**src/design/tte_pkg.sv**
```systemverilog
// ****************************************************************
// Timer trigger event counter constants
// ****************************************************************
package tte_pkg;

   // ****************************************************************
   // Widths
   // ****************************************************************
   localparam int TTE_CNT_W = 16;
   localparam int TTE_BYTE_W = 8;
   localparam int TTE_DIV_W = 11;

   // ****************************************************************
   // Internal source clock taps (fc/2^n)
   // ****************************************************************
   localparam int TTE_DIV_TAP_SLOW = 11;
   localparam int TTE_DIV_TAP_MID = 7;
   localparam int TTE_DIV_TAP_FAST = 3;

   // ****************************************************************
   // Source clock select codes
   // ****************************************************************
   localparam logic [1:0] TTE_SRC_DIV11 = 2'h0;
   localparam logic [1:0] TTE_SRC_DIV7 = 2'h1;
   localparam logic [1:0] TTE_SRC_DIV3 = 2'h2;
   localparam logic [1:0] TTE_SRC_PIN = 2'h3;

   // ****************************************************************
   // Operating mode select codes
   // ****************************************************************
   localparam logic [1:0] TTE_MODE_TIMER = 2'h0;
   localparam logic [1:0] TTE_MODE_WINDOW = 2'h1;
   localparam logic [1:0] TTE_MODE_PULSE = 2'h2;
   localparam logic [1:0] TTE_MODE_PPG = 2'h3;

   // ****************************************************************
   // Start control codes
   // ****************************************************************
   localparam logic [1:0] TTE_START_STOP = 2'h0;
   localparam logic [1:0] TTE_START_CMD = 2'h1;
   localparam logic [1:0] TTE_START_RISE = 2'h2;
   localparam logic [1:0] TTE_START_FALL = 2'h3;

   // ****************************************************************
   // Noise filter timing, in periods of fc (the clk input)
   // ****************************************************************
   localparam int TTE_FILT_REJECT_FC = 4;
   localparam int TTE_FILT_ACCEPT_FC = 12;
   localparam int TTE_FILT_THR_CYC = (TTE_FILT_REJECT_FC + TTE_FILT_ACCEPT_FC) / 2;

   // ****************************************************************
   // Reset values
   // ****************************************************************
   localparam logic [15:0] TTE_CMP_RESET = 16'hFFFF;
   localparam logic [15:0] TTE_CAP_RESET = 16'h0000;

   // ****************************************************************
   // Counter states
   // ****************************************************************
   typedef enum logic [1:0] {
      TTE_STOPPED,
      TTE_ARMED,
      TTE_RUNNING
   } tte_state_type;

endpackage : tte_pkg

```
**src/design/tte_noise_filter.sv**
```systemverilog
`timescale 1ns/100ps
module tte_noise_filter
   import tte_pkg::*;
#(
   parameter int THR_CYC = TTE_FILT_THR_CYC
) (
   input wire logic clk,
   input wire logic rst,
   input wire logic bypass,
   input wire logic pin_in,
   output logic pin_out
);

   localparam int CW = $clog2(THR_CYC + 1);

   // ****************************************************************
   // Parameter check
   // ****************************************************************
   if (THR_CYC < 2) begin : g_bad_thr
      $error("tte_noise_filter: THR_CYC must be at least 2");
   end

   typedef struct packed {
      logic [CW-1:0] run;
      logic level;
   } tte_filt_type;

   tte_filt_type r_q;
   tte_filt_type r_d;

   // ****************************************************************
   // Unless bypassed, level changes only after THR_CYC steady cycles of the new value
   // ****************************************************************
   always_comb begin
      r_d = r_q;
      if (bypass) begin
         r_d.level = pin_in; // RULE12
         r_d.run = '0;
      end else if (pin_in == r_q.level) begin
         r_d.run = '0;
      end else if (r_q.run == CW'(THR_CYC - 1)) begin
         r_d.level = pin_in; // RULE11
         r_d.run = '0;
      end else begin
         r_d.run = r_q.run + CW'(1);
      end
   end

   always_ff @(posedge clk or posedge rst) begin
      if (rst) begin
         r_q <= '0;
      end else begin
         r_q <= r_d;
      end
   end

   assign pin_out = r_q.level;

endmodule : tte_noise_filter

```
**src/design/tte_timer.sv**
```systemverilog
// How it works
// RULE1: six modes chosen by mode select field; only the three code 00 modes are built, the other codes leave the counter idle
// RULE2: timer counts ticks, match interrupts and clears
// RULE3: auto capture copies counter each source tick
// RULE4: read capture only while running and enabled
// RULE5: wait one source tick before first read
// RULE6: external trigger edge starts counting ticks
// RULE7: trigger mode match clears, halts, interrupts
// RULE8: stop select 1: opposite edge clears, halts
// RULE9: stop select 1: next trigger restarts count
// RULE10: stop select 0: ignore opposite, retrigger edges
// RULE11: pin filter rejects short, keeps long pulses
// RULE12: low speed bypasses filter, pulse one cycle
// RULE13: event mode counts selected pin edges only
// RULE14: event match checked on opposite edge, clears
// RULE15: source holds pin levels two machine cycles
// RULE16: event mode auto capture copies continuously
// RULE17: source select picks divider tap or pin
// RULE18: mode code 00 holds these three modes
// RULE19: reconfigure only while start control stopped
// RULE20: sixteen bit value loads after upper byte
// RULE21: counter, compare, capture sixteen bits wide
`timescale 1ns/100ps
module tte_timer
   import tte_pkg::*;
#(
   parameter int CNT_W = TTE_CNT_W,
   parameter int FILT_THR_CYC = TTE_FILT_THR_CYC
) (
   input wire logic clk,
   input wire logic rst,
   input wire logic [1:0] start_control,
   input wire logic [1:0] operating_mode_select,
   input wire logic [1:0] source_clock_select,
   input wire logic auto_capture_enable,
   input wire logic trigger_stop_select,
   input wire logic divider_clock_select,
   input wire logic low_speed_mode,
   input wire logic fs_tick,
   input wire logic timer_input_pin,
   input wire logic [7:0] cmp_wdata,
   input wire logic cmp_wr_lo,
   input wire logic cmp_wr_hi,
   input wire logic [7:0] cap_wdata,
   input wire logic cap_wr_lo,
   input wire logic cap_wr_hi,
   output logic [15:0] compare_period_reg,
   output logic [15:0] capture_reg,
   output logic [15:0] counter_value,
   output logic timer_match_irq,
   output logic counting
);

   // ****************************************************************
   // Parameter check
   // ****************************************************************
   if (CNT_W != 2 * TTE_BYTE_W) begin : g_bad_width
      $error("tte_timer: CNT_W must be two bytes wide");
   end

   if (FILT_THR_CYC <= TTE_FILT_REJECT_FC || FILT_THR_CYC > TTE_FILT_ACCEPT_FC) begin : g_bad_filt
      $error("tte_timer: FILT_THR_CYC outside the reject and accept bounds");
   end

   // ****************************************************************
   // State
   // ****************************************************************
   typedef struct packed {
      tte_state_type st;
      logic [TTE_DIV_W-1:0] div;
      logic pin_prev;
      logic [CNT_W-1:0] cnt;
      logic [CNT_W-1:0] cmp;
      logic [TTE_BYTE_W-1:0] cmp_lo;
      logic cmp_pend;
      logic [CNT_W-1:0] cmp_stage;
      logic [CNT_W-1:0] cap;
      logic [TTE_BYTE_W-1:0] cap_lo;
      logic cap_pend;
      logic [CNT_W-1:0] cap_stage;
      logic irq;
      logic running;
   } tte_regs_type;

   tte_regs_type r_q;
   tte_regs_type r_d;

   logic pin_filt;

   // ****************************************************************
   // Input noise filter
   // ****************************************************************
   // Filter and edge register reset low, matching an idle low pin
   tte_noise_filter #(
      .THR_CYC(FILT_THR_CYC)
   ) u_filter (
      .clk(clk),
      .rst(rst),
      .bypass(low_speed_mode),
      .pin_in(timer_input_pin),
      .pin_out(pin_filt)
   );

   // ****************************************************************
   // Decode
   // ****************************************************************
   logic div11_tick;
   logic div7_tick;
   logic div3_tick;
   logic pin_rise;
   logic pin_fall;
   logic trig_edge;
   logic opp_edge;
   logic src_tick;
   logic mode_enabled;
   logic event_mode;
   logic extrig_mode;
   logic cnt_match;
   logic [2:0] tap_tick;

   // ****************************************************************
   // Divider taps, slowest first
   // ****************************************************************
   for (genvar i = 0; i < 3; i++) begin : g_tap
      localparam int SPAN = (i == 0) ? TTE_DIV_TAP_SLOW : ((i == 1) ? TTE_DIV_TAP_MID : TTE_DIV_TAP_FAST);
      assign tap_tick[i] = &r_q.div[SPAN-1:0];
   end

   always_comb begin
      div11_tick = tap_tick[0];
      div7_tick = tap_tick[1];
      div3_tick = tap_tick[2];
      pin_rise = pin_filt & ~r_q.pin_prev;
      pin_fall = ~pin_filt & r_q.pin_prev;
      // Falling codes use the falling edge as trigger or count edge
      trig_edge = (start_control == TTE_START_FALL) ? pin_fall : pin_rise;
      opp_edge = (start_control == TTE_START_FALL) ? pin_rise : pin_fall;
      // Window, pulse width and pulse output codes leave the counter idle
      mode_enabled = (operating_mode_select == TTE_MODE_TIMER) && (start_control != TTE_START_STOP); // RULE1 RULE18
      event_mode = mode_enabled && start_control[1] && (source_clock_select == TTE_SRC_PIN);
      extrig_mode = mode_enabled && start_control[1] && (source_clock_select != TTE_SRC_PIN);
      cnt_match = (r_q.cnt == r_q.cmp); // RULE21
   end

   // ****************************************************************
   // Source tick select
   // ****************************************************************
   always_comb begin
      unique case (source_clock_select) // RULE17
         TTE_SRC_DIV11: begin
            src_tick = (divider_clock_select | low_speed_mode) ? fs_tick : div11_tick;
         end
         TTE_SRC_DIV7: begin
            src_tick = div7_tick & ~low_speed_mode;
         end
         TTE_SRC_DIV3: begin
            src_tick = div3_tick & ~low_speed_mode;
         end
         TTE_SRC_PIN: begin
            src_tick = trig_edge;
         end
      endcase
   end

   // ****************************************************************
   // Next state
   // ****************************************************************
   always_comb begin
      r_d = r_q;
      r_d.div = r_q.div + TTE_DIV_W'(1);
      r_d.pin_prev = pin_filt;
      r_d.irq = 1'b0;

      // Byte writes: low byte is staged, high byte arms the load
      if (cmp_wr_lo) begin
         r_d.cmp_lo = cmp_wdata;
      end
      if (cmp_wr_hi) begin
         r_d.cmp_stage = {cmp_wdata, (cmp_wr_lo ? cmp_wdata : r_q.cmp_lo)};
         r_d.cmp_pend = 1'b1;
      end
      if (cap_wr_lo) begin
         r_d.cap_lo = cap_wdata;
      end
      if (cap_wr_hi) begin
         r_d.cap_stage = {cap_wdata, (cap_wr_lo ? cap_wdata : r_q.cap_lo)};
         r_d.cap_pend = 1'b1;
      end
      // Staged values take effect on the next source tick
      if (src_tick && r_q.cmp_pend && !cmp_wr_hi) begin
         r_d.cmp = r_q.cmp_stage; // RULE20
         r_d.cmp_pend = 1'b0;
      end
      if (src_tick && r_q.cap_pend && !cap_wr_hi) begin
         r_d.cap = r_q.cap_stage; // RULE20
         r_d.cap_pend = 1'b0;
      end

      if (!mode_enabled) begin
         // Stop and clear; configuration may change only here
         r_d.st = TTE_STOPPED; // RULE19
         r_d.cnt = '0;
      end else if (event_mode) begin
         r_d.st = TTE_RUNNING;
         // Count edge and match edge never fall in one cycle
         if (trig_edge) begin
            r_d.cnt = r_q.cnt + CNT_W'(1); // RULE13
         end else if (opp_edge && cnt_match) begin
            r_d.cnt = '0; // RULE14
            r_d.irq = 1'b1;
         end
         if (auto_capture_enable) begin
            r_d.cap = r_q.cnt; // RULE16
         end
      end else if (extrig_mode) begin
         unique case (r_q.st)
            TTE_STOPPED, TTE_ARMED: begin
               // Held at zero until the trigger edge arrives
               r_d.cnt = '0;
               if (trig_edge) begin
                  r_d.st = TTE_RUNNING; // RULE6 RULE9
               end else begin
                  r_d.st = TTE_ARMED;
               end
            end
            TTE_RUNNING: begin
               // Opposite edge wins over a tick in the same cycle
               if (trigger_stop_select && opp_edge) begin
                  r_d.cnt = '0; // RULE8
                  r_d.st = TTE_ARMED;
               end else if (src_tick) begin
                  // Retrigger edges are not looked at while running
                  if (cnt_match) begin
                     r_d.cnt = '0; // RULE7 RULE10
                     r_d.st = TTE_ARMED;
                     r_d.irq = 1'b1;
                  end else begin
                     r_d.cnt = r_q.cnt + CNT_W'(1); // RULE6
                  end
               end
            end
            default: begin
               r_d.st = TTE_STOPPED;
               r_d.cnt = '0;
            end
         endcase
      end else begin
         // Command start: free running timer
         r_d.st = TTE_RUNNING;
         if (src_tick) begin
            if (cnt_match) begin
               r_d.cnt = '0; // RULE2
               r_d.irq = 1'b1;
            end else begin
               r_d.cnt = r_q.cnt + CNT_W'(1); // RULE2
            end
            if (auto_capture_enable) begin
               // Capture takes the value held before this tick
               r_d.cap = r_q.cnt; // RULE3
            end
         end
      end

      // Registered copy of the running state for the output
      r_d.running = (r_d.st == TTE_RUNNING);
   end

   // ****************************************************************
   // Registers
   // ****************************************************************
   always_ff @(posedge clk or posedge rst) begin
      if (rst) begin
         r_q <= '{
            st: TTE_STOPPED,
            div: '0,
            pin_prev: 1'b0,
            cnt: '0,
            cmp: TTE_CMP_RESET,
            cmp_lo: '0,
            cmp_pend: 1'b0,
            cmp_stage: '0,
            cap: TTE_CAP_RESET,
            cap_lo: '0,
            cap_pend: 1'b0,
            cap_stage: '0,
            irq: 1'b0,
            running: 1'b0
         };
      end else begin
         r_q <= r_d;
      end
   end

   // ****************************************************************
   // Outputs
   // ****************************************************************
   assign compare_period_reg = r_q.cmp;
   assign capture_reg = r_q.cap;
   assign counter_value = r_q.cnt;
   assign timer_match_irq = r_q.irq;
   assign counting = r_q.running;

endmodule : tte_timer

```
**config.mk**
```make
export PLATFORM = sky130hd
export DESIGN_NAME = tte_timer
export DESIGN_NICKNAME = d
export VERILOG_FILES = /design/src/design/tte_pkg.sv /design/src/design/tte_noise_filter.sv /design/src/design/tte_timer.sv
export SDC_FILE = /design/constraint.sdc
export NUM_CORES = 1
export LEC_CHECK = 0
export ABC_CLOCK_PERIOD_IN_PS = 5000
export BUFFER_PORTS_ARGS = -buffer_cell sky130_fd_sc_hd__clkbuf_2
export CAP_MARGIN = 20
export CORE_AREA = 2 2 104 106
export DETAILED_ROUTE_END_ITERATION = 6
export DIE_AREA = 0 0 106 108
export GPL_TIMING_DRIVEN = 1
export MAX_ROUTING_LAYER = met4
export PLACE_DENSITY = 0.79
export SLEW_MARGIN = 20
export SYNTH_ARGS = -nofsm -noshare
export SYNTH_HDL_FRONTEND = slang
export SYNTH_HIERARCHICAL = 1
export SYNTH_SLANG_ARGS = --single-unit
```
**constraint.sdc**
```tcl
create_clock -name clk -period 5 [get_ports clk]
set_input_delay 1 -clock clk [delete_from_list [all_inputs] [get_ports clk]]
set_output_delay 1 -clock clk [all_outputs]
set_load 0.02 [all_outputs]
```
Word level (Yosys, flattened, before mapping)
Index checks and enable logic that the tools add are counted.
{"block": "totals", "register_bits": 119, "latchBits": 0, "mem_bits_rw": 0, "mem_bits_ro": 0, "output_inout_bits": 50, "mem_count": 0}
{"block": "classes", "n_addsub": 3, "mul": 0, "n_div": 0, "n_lt_le_gt_ge": 0, "n_eq_ne": 13, "shift": 0, "mux": 47, "n_bitwise": 8, "reduce_logical": 24}
{"op": "16-bit two-way mux", "count": 15}
{"op": "17-bit two-way mux", "count": 2}
{"op": "16-bit by 1-bit adder with 16-bit output, second input constant", "count": 1}
{"op": "16-bit == test", "count": 1}
{"op": "1-bit two-way mux", "count": 16}
{"op": "8-bit two-way mux", "count": 2}
{"op": "2-bit two-way mux", "count": 7}
{"op": "11-bit by 1-bit adder with 11-bit output, second input constant", "count": 1}
{"op": "11-bit AND reduction", "count": 1}
{"op": "2-bit == test, second input constant", "count": 5}
{"op": "1-bit logical AND", "count": 10}
{"op": "4-bit two-way mux", "count": 2}
{"op": "2-bit nonzero test", "count": 4}
{"op": "7-bit AND reduction", "count": 1}
{"op": "2-bit zero test", "count": 3}
{"op": "5-bit two-way mux", "count": 1}
{"op": "4-bit by 1-bit adder with 4-bit output, second input constant", "count": 1}
{"op": "1-bit AND", "count": 4}
{"op": "2-bit by 1-bit == test with 1-bit output, second input constant", "count": 2}
{"op": "4-bit by 3-bit == test with 1-bit output, second input constant", "count": 1}
{"op": "2-bit inequality test, second input constant", "count": 2}
{"op": "4-bit by 3-bit inequality test with 1-bit output, second input constant", "count": 1}
{"op": "1-bit one-hot mux with 4 select lines", "count": 1}
{"op": "2-bit one-hot mux with 2 select lines", "count": 1}
{"op": "7 further kinds", "count": 10}

Longest topological paths before layout
Gate-level depths: netlist of the first run.
{"block": "logic_depth", "word_depth": 12, "mapped_depth": 12, "mapped_depth_nobuf": 9}

Hierarchy
Netlist of the first run, hierarchy kept.
{"module": "tte_timer", "n_inst": 1, "cells_each": 483, "area_each_um2": 5584.1}
{"module": "tte_noise_filter", "n_inst": 1, "cells_each": 21, "area_each_um2": 227.7}

Least setup slack after synthesis of the first run
No wires, ideal clock.
{"block": "synth_timing", "path_type": "input to register", "from": "in source_clock_select[0]", "to": "reg r_q (netlist bit compare_period_reg[0])", "setup_ps": 82, "arrival_time_ps": 2789, "path_slack_ps": 2128, "path_stages": 10, "path_buffers": 2, "cell_sequence": "inv_1 ha_1 nor2b_1 a32o_1 a221oi_2 or2_1 buf_4 nor3b_4 buf_6 mux2_2"}
{"block": "synth_between", "elab_chain_len": 4}
{"item": "from (decl)", "line": "tte_timer.sv:34", "source": "input wire logic [1:0] source_clock_select,"}
{"item": "2-bit == test, or another cell as far along", "line": "tte_timer.sv:149", "source": "unique case (source_clock_select)"}
{"item": "1-bit one-hot mux with 4 select lines (*)", "line": "tte_timer.sv:149"}
{"item": "1-bit logical AND (*) (2 in series)", "line": "tte_timer.sv:190", "source": "if (src_tick && r_q.cmp_pend && !cmp_wr_hi) begin"}
{"item": "to (signal assigned)", "line": "tte_timer.sv:273", "source": "r_q <= '{"}
{"item": "to (signal assigned)", "line": "tte_timer.sv:290", "source": "r_q <= r_d;"}
{"item": "to (decl)", "line": "tte_timer.sv:85", "source": "tte_regs_type r_q;"}
Every way passes the cells marked *; elsewhere a longest branch is shown, timed or not.
A chain may end at the register's enable or synchronous reset.

Worst setup path in the final report of the first run
{"block": "layout_timing", "from": "in source_clock_select[0]", "to": "reg r_q (netlist bit compare_period_reg[12])"}
Same word-level chain as after synthesis.

==> impl_metrics.py, run 1 <==
metrics = {
    "drt": {
        "ant_nets": 0,
        "first_pass_iters": 4,
        "routed_wl_um": 11400,
        "viasPerCell": 5.53,
        "dr_total_vias": 3824,
        "drt_iter0_drc": 147,
        "drc_errors": 0,
        "wl_per_cell_um": 16.5,
    },
    "sta": {
        "clock_skew_ns": 0.0110,
        "max-slew-margin-rel": 0.456,
        "rsz0062_at_grt": "no",
        "hold_violations": 0,
        "tns_ns": 0,
        "period_share": 0.569,
        "setup_viol": 0,
        "post-route-min-period_ns": 2.84,
        "worst_pin_slew_ns": 0.815,
        "timing.fmax_mhz": 352,
        "slew_viol_final": 0,
    },
    "layout": {
        "largest_reg_flops": 64,
        "drive_gt1_frac": 0.369,
        "fin_nets": 584,
        "final.fill_count": 799,
        "top_register": "r_q",
        "diodes": 0,
        "fin_area_mm2": 0.00653,
        "syn_to_final_growth_pct": 12.3,
    },
    "critical_path": {
        "cp_max_fo": 16,
        "required_ns": 5.44,
        "path_cells": "clkbuf_2, inv_1, ha_1, nor2b_1, a32o_1, a221oi_2, or2_1, nor3b_4, mux2_2",
        "worst_path_largest_cell_delay_ns": 0.73,
        "critPathBufInv": 2,
        "critical-path-slowest-cell": "nor3b_4",
        "critPathLaunchType": "input pin",
        "crit_type": "in2reg",
        "cp-end-kind": "register",
        "path_delay_family": "simple AND/OR/NAND/NOR gates",
        "arrival_ns": 3.28,
    },
    "yosys": {
        "synth_mux_area_frac": 0.160,
        "yosys_register_bits": 119,
        "synth_top_area_share": 0.443,
        "synth_top_family_by_area": "multiplexers",
        "ys_seq_area_frac": 0.516,
        "synth_async_sr_flop_share": 1.00,
        "ys_warn_count": 6,
        "synth_edf_count": 0,
        "ys_types": 52,
        "synth-compound-area-share": 0.0827,
        "synth_area_mm2": 0.00581,
        "synth_top_cell_by_area": "dfrtp_1",
        "synth.most_common_cell": "dfrtp_1",
        "synth-simple-area-share": 0.0992,
        "netlist_instances": 504,
        "synthXorXnorAreaFrac": 0.0407,
        "synthAdderAreaFrac": 0.0151,
        "synth.net_count": 545,
        "synth.avg_cell_area_um2": 11.5,
        "yosys_most_used_dff": "dfrtp_1",
        "yosys-top-cells-area": "dfrtp_1 44%, mux2_2 12%, dfstp_2 7.2%",
        "synth_common_cells": "103 x dfrtp_1, 64 x mux2_2, 49 x buf_4",
    },
    "power": {
        "cellLeakagePower_nw": 3.04,
        "ir_drop_mv": 0.220,
        "cellPowerDensity_mw_per_mm2": 441,
    },
    "die": {
        "core_mm2": 0.0102,
        "io_pins": 84,
        "start_util": 0.568,
        "die-area_mm2": 0.0114,
        "die_w_um": 106,
        "die_height_um": 108,
        "rows": 37,
    },
    "global_route": {
        "grt_usage": 0.225,
        "gr-usage-met2": 0.359,
        "grt_max_degree": 84,
        "use_met3": 0.0512,
        "gr-max-usage-layer": "met2",
        "grt_pass1_vias": 3932,
        "antenna_found_initial": 0,
        "met1_usage": 0.280,
        "grt_remaining_overflow": 0,
        "grt_pass1_wl_um": 19300,
    },
    "place": {
        "hpwl_um": 8110,
        "numPortBuffers": 83,
        "gp_congestion": 0.930,
        "dpl_cell_area_mm2": 0.00596,
    },
    "hold_path": {
        "hp-class": "in2async",
    },
    "clocking": {
        "path_clk_slew_ns": 0.06,
        "cts_sinks": 119,
        "root_buffer": "clkbuf_8",
        "holdBufCountCts": 0,
        "clk_latency_ns": 0.51,
        "cts_tree": "done",
        "post_cts_buffers": 0,
        "cts_max_path_buffers": 2,
        "numCtsBuffers": 17,
        "htree_levels": 4,
        "cts_resized": 0,
    },
    "run": {
        "maxCapViolations": 0,
    },
    "outcome": {
        "outcome": "finished, final reports clean",
    },
}
[power breakdown]
group | switching (W) | internal, W | total (W)
Combinational | 0.000289 | 0.000214 | 0.000503
Clock | 0.000437 | 0.000692 | 0.00113
Sequential | 0.000108 | 0.00114 | 0.00125
[layer usage]
layer  wire length, µm  share of wire
met5                 0              0
met4               134          0.012
met3               456          0.040
met2              5720           0.50
met1              5100           0.45
[worst paths after layout]
| kind | start | endpoint | slack, ns | cells past startpoint |
|---|---|---|---|---|
| worst max-delay path | source_clock_select[0] | compare_period_reg[12]$_DFFE_PP1P_ | 2.16 | 9 |
| worst min-delay path | rst | u_filter/r_q[3]$_DFF_PP0_ | 0.41 | 2 |
| worst max register to register | r_q[101]$_DFF_PP0_ | compare_period_reg[12]$_DFFE_PP1P_ | 2.32 | 7 |
| worst min register to register | r_q[101]$_DFF_PP0_ | r_q[101]$_DFF_PP0_ | 0.47 | 1 |
| max in group asynchronous | rst | capture_reg[15]$_DFF_PP0_ | 3.48 | 3 |
| min in group clk | r_q[101]$_DFF_PP0_ | r_q[101]$_DFF_PP0_ | 0.47 | 1 |
[per-stage QoR]
stage          total power, W  hold slack [ns]  worst slack (ns)   util  cells
5_1_grt               0.00302            0.403              2.01  0.638    692
6_report              0.00288            0.410              2.16  0.638    692
3_3_place_gp          0.00175            0.454              1.62  0.582    660
3_5_place_dp          0.00177            0.458              1.63  0.583    660
2_1_floorplan         0.00171            0.420              1.01      -    504
4_1_cts               0.00291            0.374              2.17  0.638    692
[cells by family (layout without fill, tap and decap cells)]
kind of cell,after synthesis,in the layout
XOR/XNOR,27,27
multiplexers,84,84
adder cells (fa/ha/maj),7,7
AO/OA/AOI/OAI,77,77
AND/OR/NAND/NOR,113,113
buffers and inverters,77,129
flip-flops,119,119
[worst register-to-register path: cells and delay by family (launching register included)]
| kind | cells | cell delay (ns) |
|---|---|---|
| compound gates | 2 | 0.28 |
| simple gates | 3 | 1.28 |
| mux | 1 | 0.42 |
| flops | 1 | 0.38 |
| fa+ha+maj | 1 | 0.25 |
[layout make-up]
cell class,count,area [µm²],share of cell area
Clock buffer,20,445,0.0683
Clock inverter,12,115,0.0176
Inverter,12,50.0,0.00767
Multi-Input combinational cell,308,2320,0.355
Sequential cell,119,3000,0.459
Tap cell,136,170,0.0261
Timing Repair Buffer,85,430,0.0660
[cell usage in the layout, fill, tap and decap left out, types with 2 or more instances in the layout]
| master | synthesis | final |
|---|---|---|
| nor2_1 | 33 | 33 |
| clkbuf_16 | 0 | 16 |
| clkbuf_8 | 0 | 3 |
| mux2_2 | 64 | 64 |
| and3_1 | 11 | 11 |
| and4_1 | 4 | 4 |
| o21ai_0 | 13 | 13 |
| inv_1 | 12 | 11 |
| dfrtp_1 | 103 | 103 |
| mux2i_1 | 17 | 17 |
| a21o_1 | 5 | 5 |
| clkinvlp_4 | 0 | 3 |
| clkbuf_2 | 1 | 83 |
| nand3_1 | 8 | 8 |
| nor4_1 | 4 | 4 |
| a31oi_1 | 18 | 18 |
| nor3_1 | 6 | 6 |
| nor2b_1 | 4 | 4 |
| dfstp_2 | 16 | 16 |
| a21oi_1 | 25 | 25 |
| mux2_1 | 2 | 2 |
| and2_1 | 2 | 2 |
| nand4_1 | 3 | 3 |
| nand2b_1 | 6 | 6 |
| xor2_1 | 19 | 19 |
| inv_6 | 0 | 7 |
| a32oi_1 | 3 | 3 |
| buf_4 | 49 | 2 |
| clkinv_2 | 0 | 2 |
| ha_1 | 7 | 7 |
| nand2_1 | 25 | 25 |
| xnor2_1 | 8 | 8 |
(Power assumes the default switching activity.)
==> run 2, diff against run 1 <==
- ABC_CLOCK_PERIOD_IN_PS: 5000 -> 2900
- clock period: 5 -> 2.9 ns (I/O delays scaled with it)
==> run 2 against run 1 <==
Compared with the run above:
- via count is 4.2% higher
- setup slack got worse by 1.9 ns
- sequential share of layout area down 1.3 points
- critical path depth down 2
- clock power grew 92%
- sequential cell count is the same
- cell count up 2.2%
- final area up 2.9%
- core utilization up 1.8 points
- die area did not move
- routed wire length is 8.0% higher
- sequential power grew 72%
==> impl_metrics.py, run 2 (synthesis results as in run 1) <==
metrics = {
    "place": {
        "placedCellCount": 674,
        "gp_congestion": 0.955,
        "hpwl_um": 8490,
        "numPortBuffers": 83,
    },
    "clocking": {
        "post_cts_buffers": 0,
        "holdBufCountCts": 1,
        "cts_tree": "done",
        "numCtsBuffers": 17,
        "cts_sinks": 119,
        "clk_latency_ns": 0.52,
        "cts_resized": 0,
        "path_clk_slew_ns": 0.06,
        "root_buffer": "clkbuf_8",
        "cts_max_path_buffers": 2,
        "htree_levels": 4,
    },
    "power": {
        "power_w": 0.00522,
        "p_clk_frac": 0.417,
        "cellLeakagePower_nw": 3.15,
        "ir_drop_mv": 0.338,
        "comb_power_share": 0.170,
        "internal-power_w": 0.00370,
        "cellPowerDensity_mw_per_mm2": 777,
        "swShare": 0.290,
        "p_sw_w": 0.00151,
        "p_seq_frac": 0.413,
    },
    "die": {
        "die_height_um": 108,
        "io_pins": 84,
        "core_mm2": 0.0102,
        "rows": 37,
        "die-area_mm2": 0.0114,
        "start_util": 0.568,
        "die_w_um": 106,
    },
    "critical_path": {
        "arrival_ns": 3.06,
        "worst_path_largest_cell_delay_ns": 0.56,
        "required_ns": 3.29,
        "path_cells": "xor2_1, nor4_1, nand4_1, nor3_1, o21ai_0, a31oi_1, a31oi_1",
        "cp_max_fo": 7,
        "crit_type": "reg2reg",
        "critical-path-slowest-cell": "nor3_1",
        "cp-end-kind": "register",
        "critPathLaunchType": "register",
        "crit_top_cell": "a31oi_1",
    },
    "hold_path": {
        "hp-class": "in2reg",
    },
    "sta": {
        "hold_violations": 0,
        "worst_pin_slew_ns": 0.773,
        "setup_viol": 0,
        "rsz0062_at_grt": "no",
        "fin_hold_ws_ns": 0.310,
        "tns_ns": 0,
        "post-route-min-period_ns": 2.68,
        "max-slew-margin-rel": 0.484,
        "timing.fmax_mhz": 374,
        "period_share": 0.923,
        "slew_viol_final": 0,
        "clock_skew_ns": 0.0131,
    },
    "layout": {
        "drive_gt1_frac": 0.385,
        "top_register": "r_q",
        "fin_nets": 599,
        "syn_to_final_growth_pct": 15.5,
        "diodes": 0,
        "instances_no_fill": 707,
        "final_cell_mix": "103 x dfrtp_1, 83 x clkbuf_2, 64 x mux2_2",
        "largest_reg_flops": 64,
        "final_common_cell": "dfrtp_1",
    },
    "run": {
        "maxCapViolations": 0,
    },
    "drt": {
        "drc_errors": 0,
        "dr_total_vias": 3985,
        "ant_nets": 0,
        "viasPerCell": 5.64,
        "first_pass_iters": 6,
        "wl_per_cell_um": 17.4,
        "routed_wl_um": 12300,
        "drt_iter0_drc": 230,
    },
    "outcome": {
        "outcome": "finished, final reports clean",
    },
    "global_route": {
        "grt_pass1_vias": 4034,
        "grt_remaining_overflow": 0,
        "grt_pass1_wl_um": 20400,
        "antenna_found_initial": 0,
        "grt_usage": 0.238,
        "grt_max_degree": 115,
    },
}
-- run 2: cell types whose count changed in the layout (fill, tap and decap cells not counted), sizes merged --
| cell | previous run | this run |
|---|---|---|
| inv | 18 | 19 |
| clkbuf | 103 | 101 |
| clkinvlp | 3 | 2 |
| dlygate4sd3 | 0 | 1 |
| bufinv | 1 | 3 |
| buf | 2 | 16 |
-- run 2: power by group through the flow --
stage	Combinational [W]	Sequential [W]	Clock, W
finish	0.000889	0.00215	0.00217
global route	0.000963	0.00218	0.00230
CTS	0.000899	0.00215	0.00221
detailed placement	0.000887	0.00218	0
global placement	0.000858	0.00216	0
floorplan	0.000844	0.00210	0
-- run 2: worst paths after layout --
check                                        startpoint                      endpoint  slack (ns)  cells after the start
max in group asynchronous                           rst      capture_reg[1]$_DFF_PP0_        1.67                      4
hold / removal                             cmp_wdata[6]           r_q[57]$_DFFE_PP0P_        0.31                      2
min in group asynchronous                           rst     u_filter/r_q[4]$_DFF_PP0_        0.52                      3
setup / recovery           counter_value[1]$_DFFE_PP0P_  counter_value[3]$_DFFE_PP0P_        0.22                      7
hold reg to reg                      r_q[111]$_DFF_PP0_            r_q[111]$_DFF_PP0_        0.48                      1
setup reg to reg           counter_value[1]$_DFFE_PP0P_  counter_value[3]$_DFFE_PP0P_        0.22                      7
-- run 2: cell type report --
| type | instances | area, µm² |
|---|---|---|
| Clock buffer | 18 | 428 |
| Clock inverter | 14 | 188 |
| Fill cell | 758 | 3520 |
| Inverter | 12 | 48.8 |
| Multi-Input combinational cell | 308 | 2310 |
| Sequential cell | 119 | 3000 |
| Tap cell | 136 | 170 |
| Timing Repair Buffer | 100 | 571 |
-- run 2: worst max-delay path, delay by kind of cell (launching register included) --
family	cells	cell delay, ns
DFF	1	0.50
and+or+nand+nor	3	1.23
AOI/OAI and AO/OA	3	0.60
xor gates and xnor gates	1	0.22
-- run 2: per-layer routing --
layer	global-route usage	up-vias	routed length [µm]
met3	0.0458	26	639
li1	-	1839	-
met4	0.0996	0	261
met1	0.295	1964	5320
met5	-	-	0
met2	0.386	156	6110
-- run 2: per-stage QoR --
step / cell area, µm² / setup slack, ns / utilization
after global placement: 6090 / 0.360 / 0.595
final: 6710 / 0.223 / 0.656
after detailed placement: 6090 / 0.300 / 0.595
after CTS: 6710 / 0.313 / 0.656
after floorplan: 5820 / 0.448 / -
after global routing: 6710 / 0.127 / 0.656
==> run 3, diff against run 2 <==
- ABC_AREA: unset -> 1
- CORE_AREA: 2 2 104 106 -> 2 2 110 112
- DIE_AREA: 0 0 106 108 -> 0 0 112 114
==> run 3 against run 2 <==
Compared with the run above:
- the flow now finishes with violations (DRC)
- clock skew barely moved
- final area rose by 9.3%
- setup slack better by 0.36 ns
- hold slack worse by 0.23 ns
- via count increased by 29%
==> impl_metrics.py, run 3 <==
metrics = {
    "yosys": {
        "synth.net_count": 871,
        "synth_async_sr_flop_share": 1.00,
        "netlist_instances": 830,
        "yosys_most_used_dff": "dfrtp_1",
        "synth_common_cells": "280 x nand2_1, 103 x dfrtp_1, 89 x inv_1",
        "ys_seq_area_frac": 0.454,
        "synth.most_common_cell": "nand2_1",
        "yosys-top-cells-area": "dfrtp_1 39%, nand2_1 16%, buf_4 6.6%",
        "ys_warn_count": 6,
        "synth_edf_count": 0,
        "synth.avg_cell_area_um2": 7.96,
        "yosys_register_bits": 119,
        "ys_types": 37,
        "synth_area_mm2": 0.00661,
        "synth_top_area_share": 0.390,
        "synth_top_cell_by_area": "dfrtp_1",
    },
    "power": {
        "p_sw_w": 0.00156,
        "p_seq_frac": 0.406,
        "internal-power_w": 0.00364,
        "comb_power_share": 0.180,
        "swShare": 0.300,
        "cellPowerDensity_mw_per_mm2": 708,
        "cellLeakagePower_nw": 3.85,
        "p_clk_frac": 0.414,
        "ir_drop_mv": 0.393,
    },
    "clocking": {
        "htree_levels": 4,
        "cts_sinks": 119,
        "post_cts_buffers": 0,
        "root_buffer": "clkbuf_16",
        "cts_max_path_buffers": 2,
        "numCtsBuffers": 17,
        "holdBufCountCts": 0,
        "clk_latency_ns": 0.42,
        "cts_resized": 0,
        "path_clk_slew_ns": 0.06,
        "cts_tree": "done",
    },
    "global_route": {
        "grt_pass1_wl_um": 24100,
        "grt_remaining_overflow": 0,
        "grt_usage": 0.246,
        "grt_max_degree": 115,
        "antenna_found_initial": 0,
        "grt_pass1_vias": 4963,
    },
    "sta": {
        "slew_viol_final": 0,
        "fin_ws_ns": 0.583,
        "worst_pin_slew_ns": 0.600,
        "hold_violations": 0,
        "fin_hold_ws_ns": 0.0813,
        "setup_viol": 0,
        "rsz0062_at_grt": "no",
        "max-slew-margin-rel": 0.600,
        "period_share": 0.799,
        "post-route-min-period_ns": 2.32,
        "clock_skew_ns": 0.0127,
        "timing.fmax_mhz": 432,
        "tns_ns": 0,
    },
    "critical_path": {
        "arrival_ns": 2.65,
        "crit_type": "reg2reg",
        "reg2reg_from": "r_q[101]$_DFF_PP0_",
        "required_ns": 3.23,
        "cp-end-kind": "register",
        "worstSetupStartpoint": "r_q[101]$_DFF_PP0_",
        "cp_max_fo": 32,
        "critPathLaunchType": "register",
    },
    "layout": {
        "instances_no_fill": 1019,
        "largest_reg_flops": 64,
        "top_register": "r_q",
        "fin_nets": 900,
        "diodes": 0,
        "drive_gt1_frac": 0.240,
        "postLayoutCoreUtil": 0.627,
        "syn_to_final_growth_pct": 11.1,
        "final_common_cell": "nand2_1",
        "final_cell_mix": "280 x nand2_1, 103 x dfrtp_1, 88 x inv_1",
    },
    "drt": {
        "drt_iter0_drc": 295,
        "wl_per_cell_um": 13.9,
        "first_pass_iters": 7,
        "dr_total_vias": 5135,
        "drc_errors": 1,
        "ant_nets": 0,
        "viasPerCell": 5.04,
        "routed_wl_um": 14100,
    },
    "outcome": {
        "violations": "DRC",
        "outcome": "complete, but fails checks",
    },
    "die": {
        "core_mm2": 0.0117,
        "rows": 40,
        "io_pins": 84,
        "die_w_um": 112,
        "start_util": 0.564,
        "die_height_um": 114,
        "die-area_mm2": 0.0128,
    },
    "hold_path": {
        "hp-class": "in2async",
    },
    "place": {
        "placedCellCount": 987,
        "hpwl_um": 9940,
        "gp_congestion": 0.896,
        "numPortBuffers": 83,
        "dp_slack_ns": 0.378,
    },
    "run": {
        "maxCapViolations": 0,
    },
}
==> run 3: changes by cell type after synthesis, sizes merged, moves of 15 or more <==
cell and delta:
inv +94, nand3 +24, mux2i -17, nand2 +270, o21ai +51, buf +15, mux2 -51, o211ai +16
a31oi -18
==> run 3: layout make-up <==
cell class	count	area, µm²
fill	1004	4370
sequential	119	3000
multi-input combinational	522	2640
timing repair buffer	90	493
clock buffer	18	439
inverter	109	415
tap	147	184
clock inverter	14	173
==> run 3: final timing paths <==
| check | endpoint | slack (ns) | cells past startpoint |
|---|---|---|---|
| max | capture_reg[10]$_DFF_PP0_ | 0.58 | 11 |
| min | u_filter/r_q[4]$_DFF_PP0_ | 0.08 | 2 |
| max reg2reg | capture_reg[10]$_DFF_PP0_ | 0.58 | 11 |
| min reg2reg | r_q[101]$_DFF_PP0_ | 0.46 | 1 |
| max in group asynchronous | counter_value[12]$_DFFE_PP0P_ | 2.11 | 3 |
| min in group clk | r_q[15]$_DFFE_PP0P_ | 0.38 | 3 |
==> run 3: per-stage QoR <==
step           cell area [µm²]  power, W
2_1_floorplan             6610   0.00293
3_3_place_gp              6730   0.00304
3_5_place_dp              6730   0.00307
4_1_cts                   7340   0.00524
5_1_grt                   7340   0.00548
6_report                  7340   0.00520
==> run 3: worst max-delay path, cell delays in order (launching register included) <==
cell      delay (ns)
dfrtp_1         0.39
ha_1            0.23
ha_1            0.19
o21ai_0         0.15
inv_1           0.06
nand2_1         0.11
nand2_4         0.10
nand2_8         0.17
nand2_1         0.09
nand2_2         0.44
o211ai_1        0.17
o21ai_1         0.12
==> run 3: cell families (layout without fill, tap and decap cells) <==
group / after synthesis / after routing / synth area share
multiplexers: 16 / 16 / 0.0273
flip-flops: 119 / 119 / 0.454
buffers and inverters: 189 / 231 / 0.147
XOR/XNOR: 19 / 19 / 0.0252
AO/OA/AOI/OAI: 99 / 99 / 0.0826
adder cells (fa/ha/maj): 7 / 7 / 0.0133
AND/OR/NAND/NOR: 381 / 381 / 0.251
==> run 3: power by group through the flow <==
stage | sequential, W | combinational, W | clock [W]
detailed placement | 0.00213 | 0.000934 | 0
CTS | 0.00211 | 0.000945 | 0.00219
global placement | 0.00213 | 0.000911 | 0
global route | 0.00213 | 0.00106 | 0.00228
finish | 0.00211 | 0.000937 | 0.00215
floorplan | 0.00205 | 0.000884 | 0
==> run 3: routing by layer <==
layer,share of wire,wire length (µm),vias up,GRT usage
met5,0,0,-,-
met2,0.48,6860,142,0.386
met4,0.023,330,0,0.102
met1,0.44,6230,2374,0.313
li1,-,-,2589,-
met3,0.051,726,30,0.0553
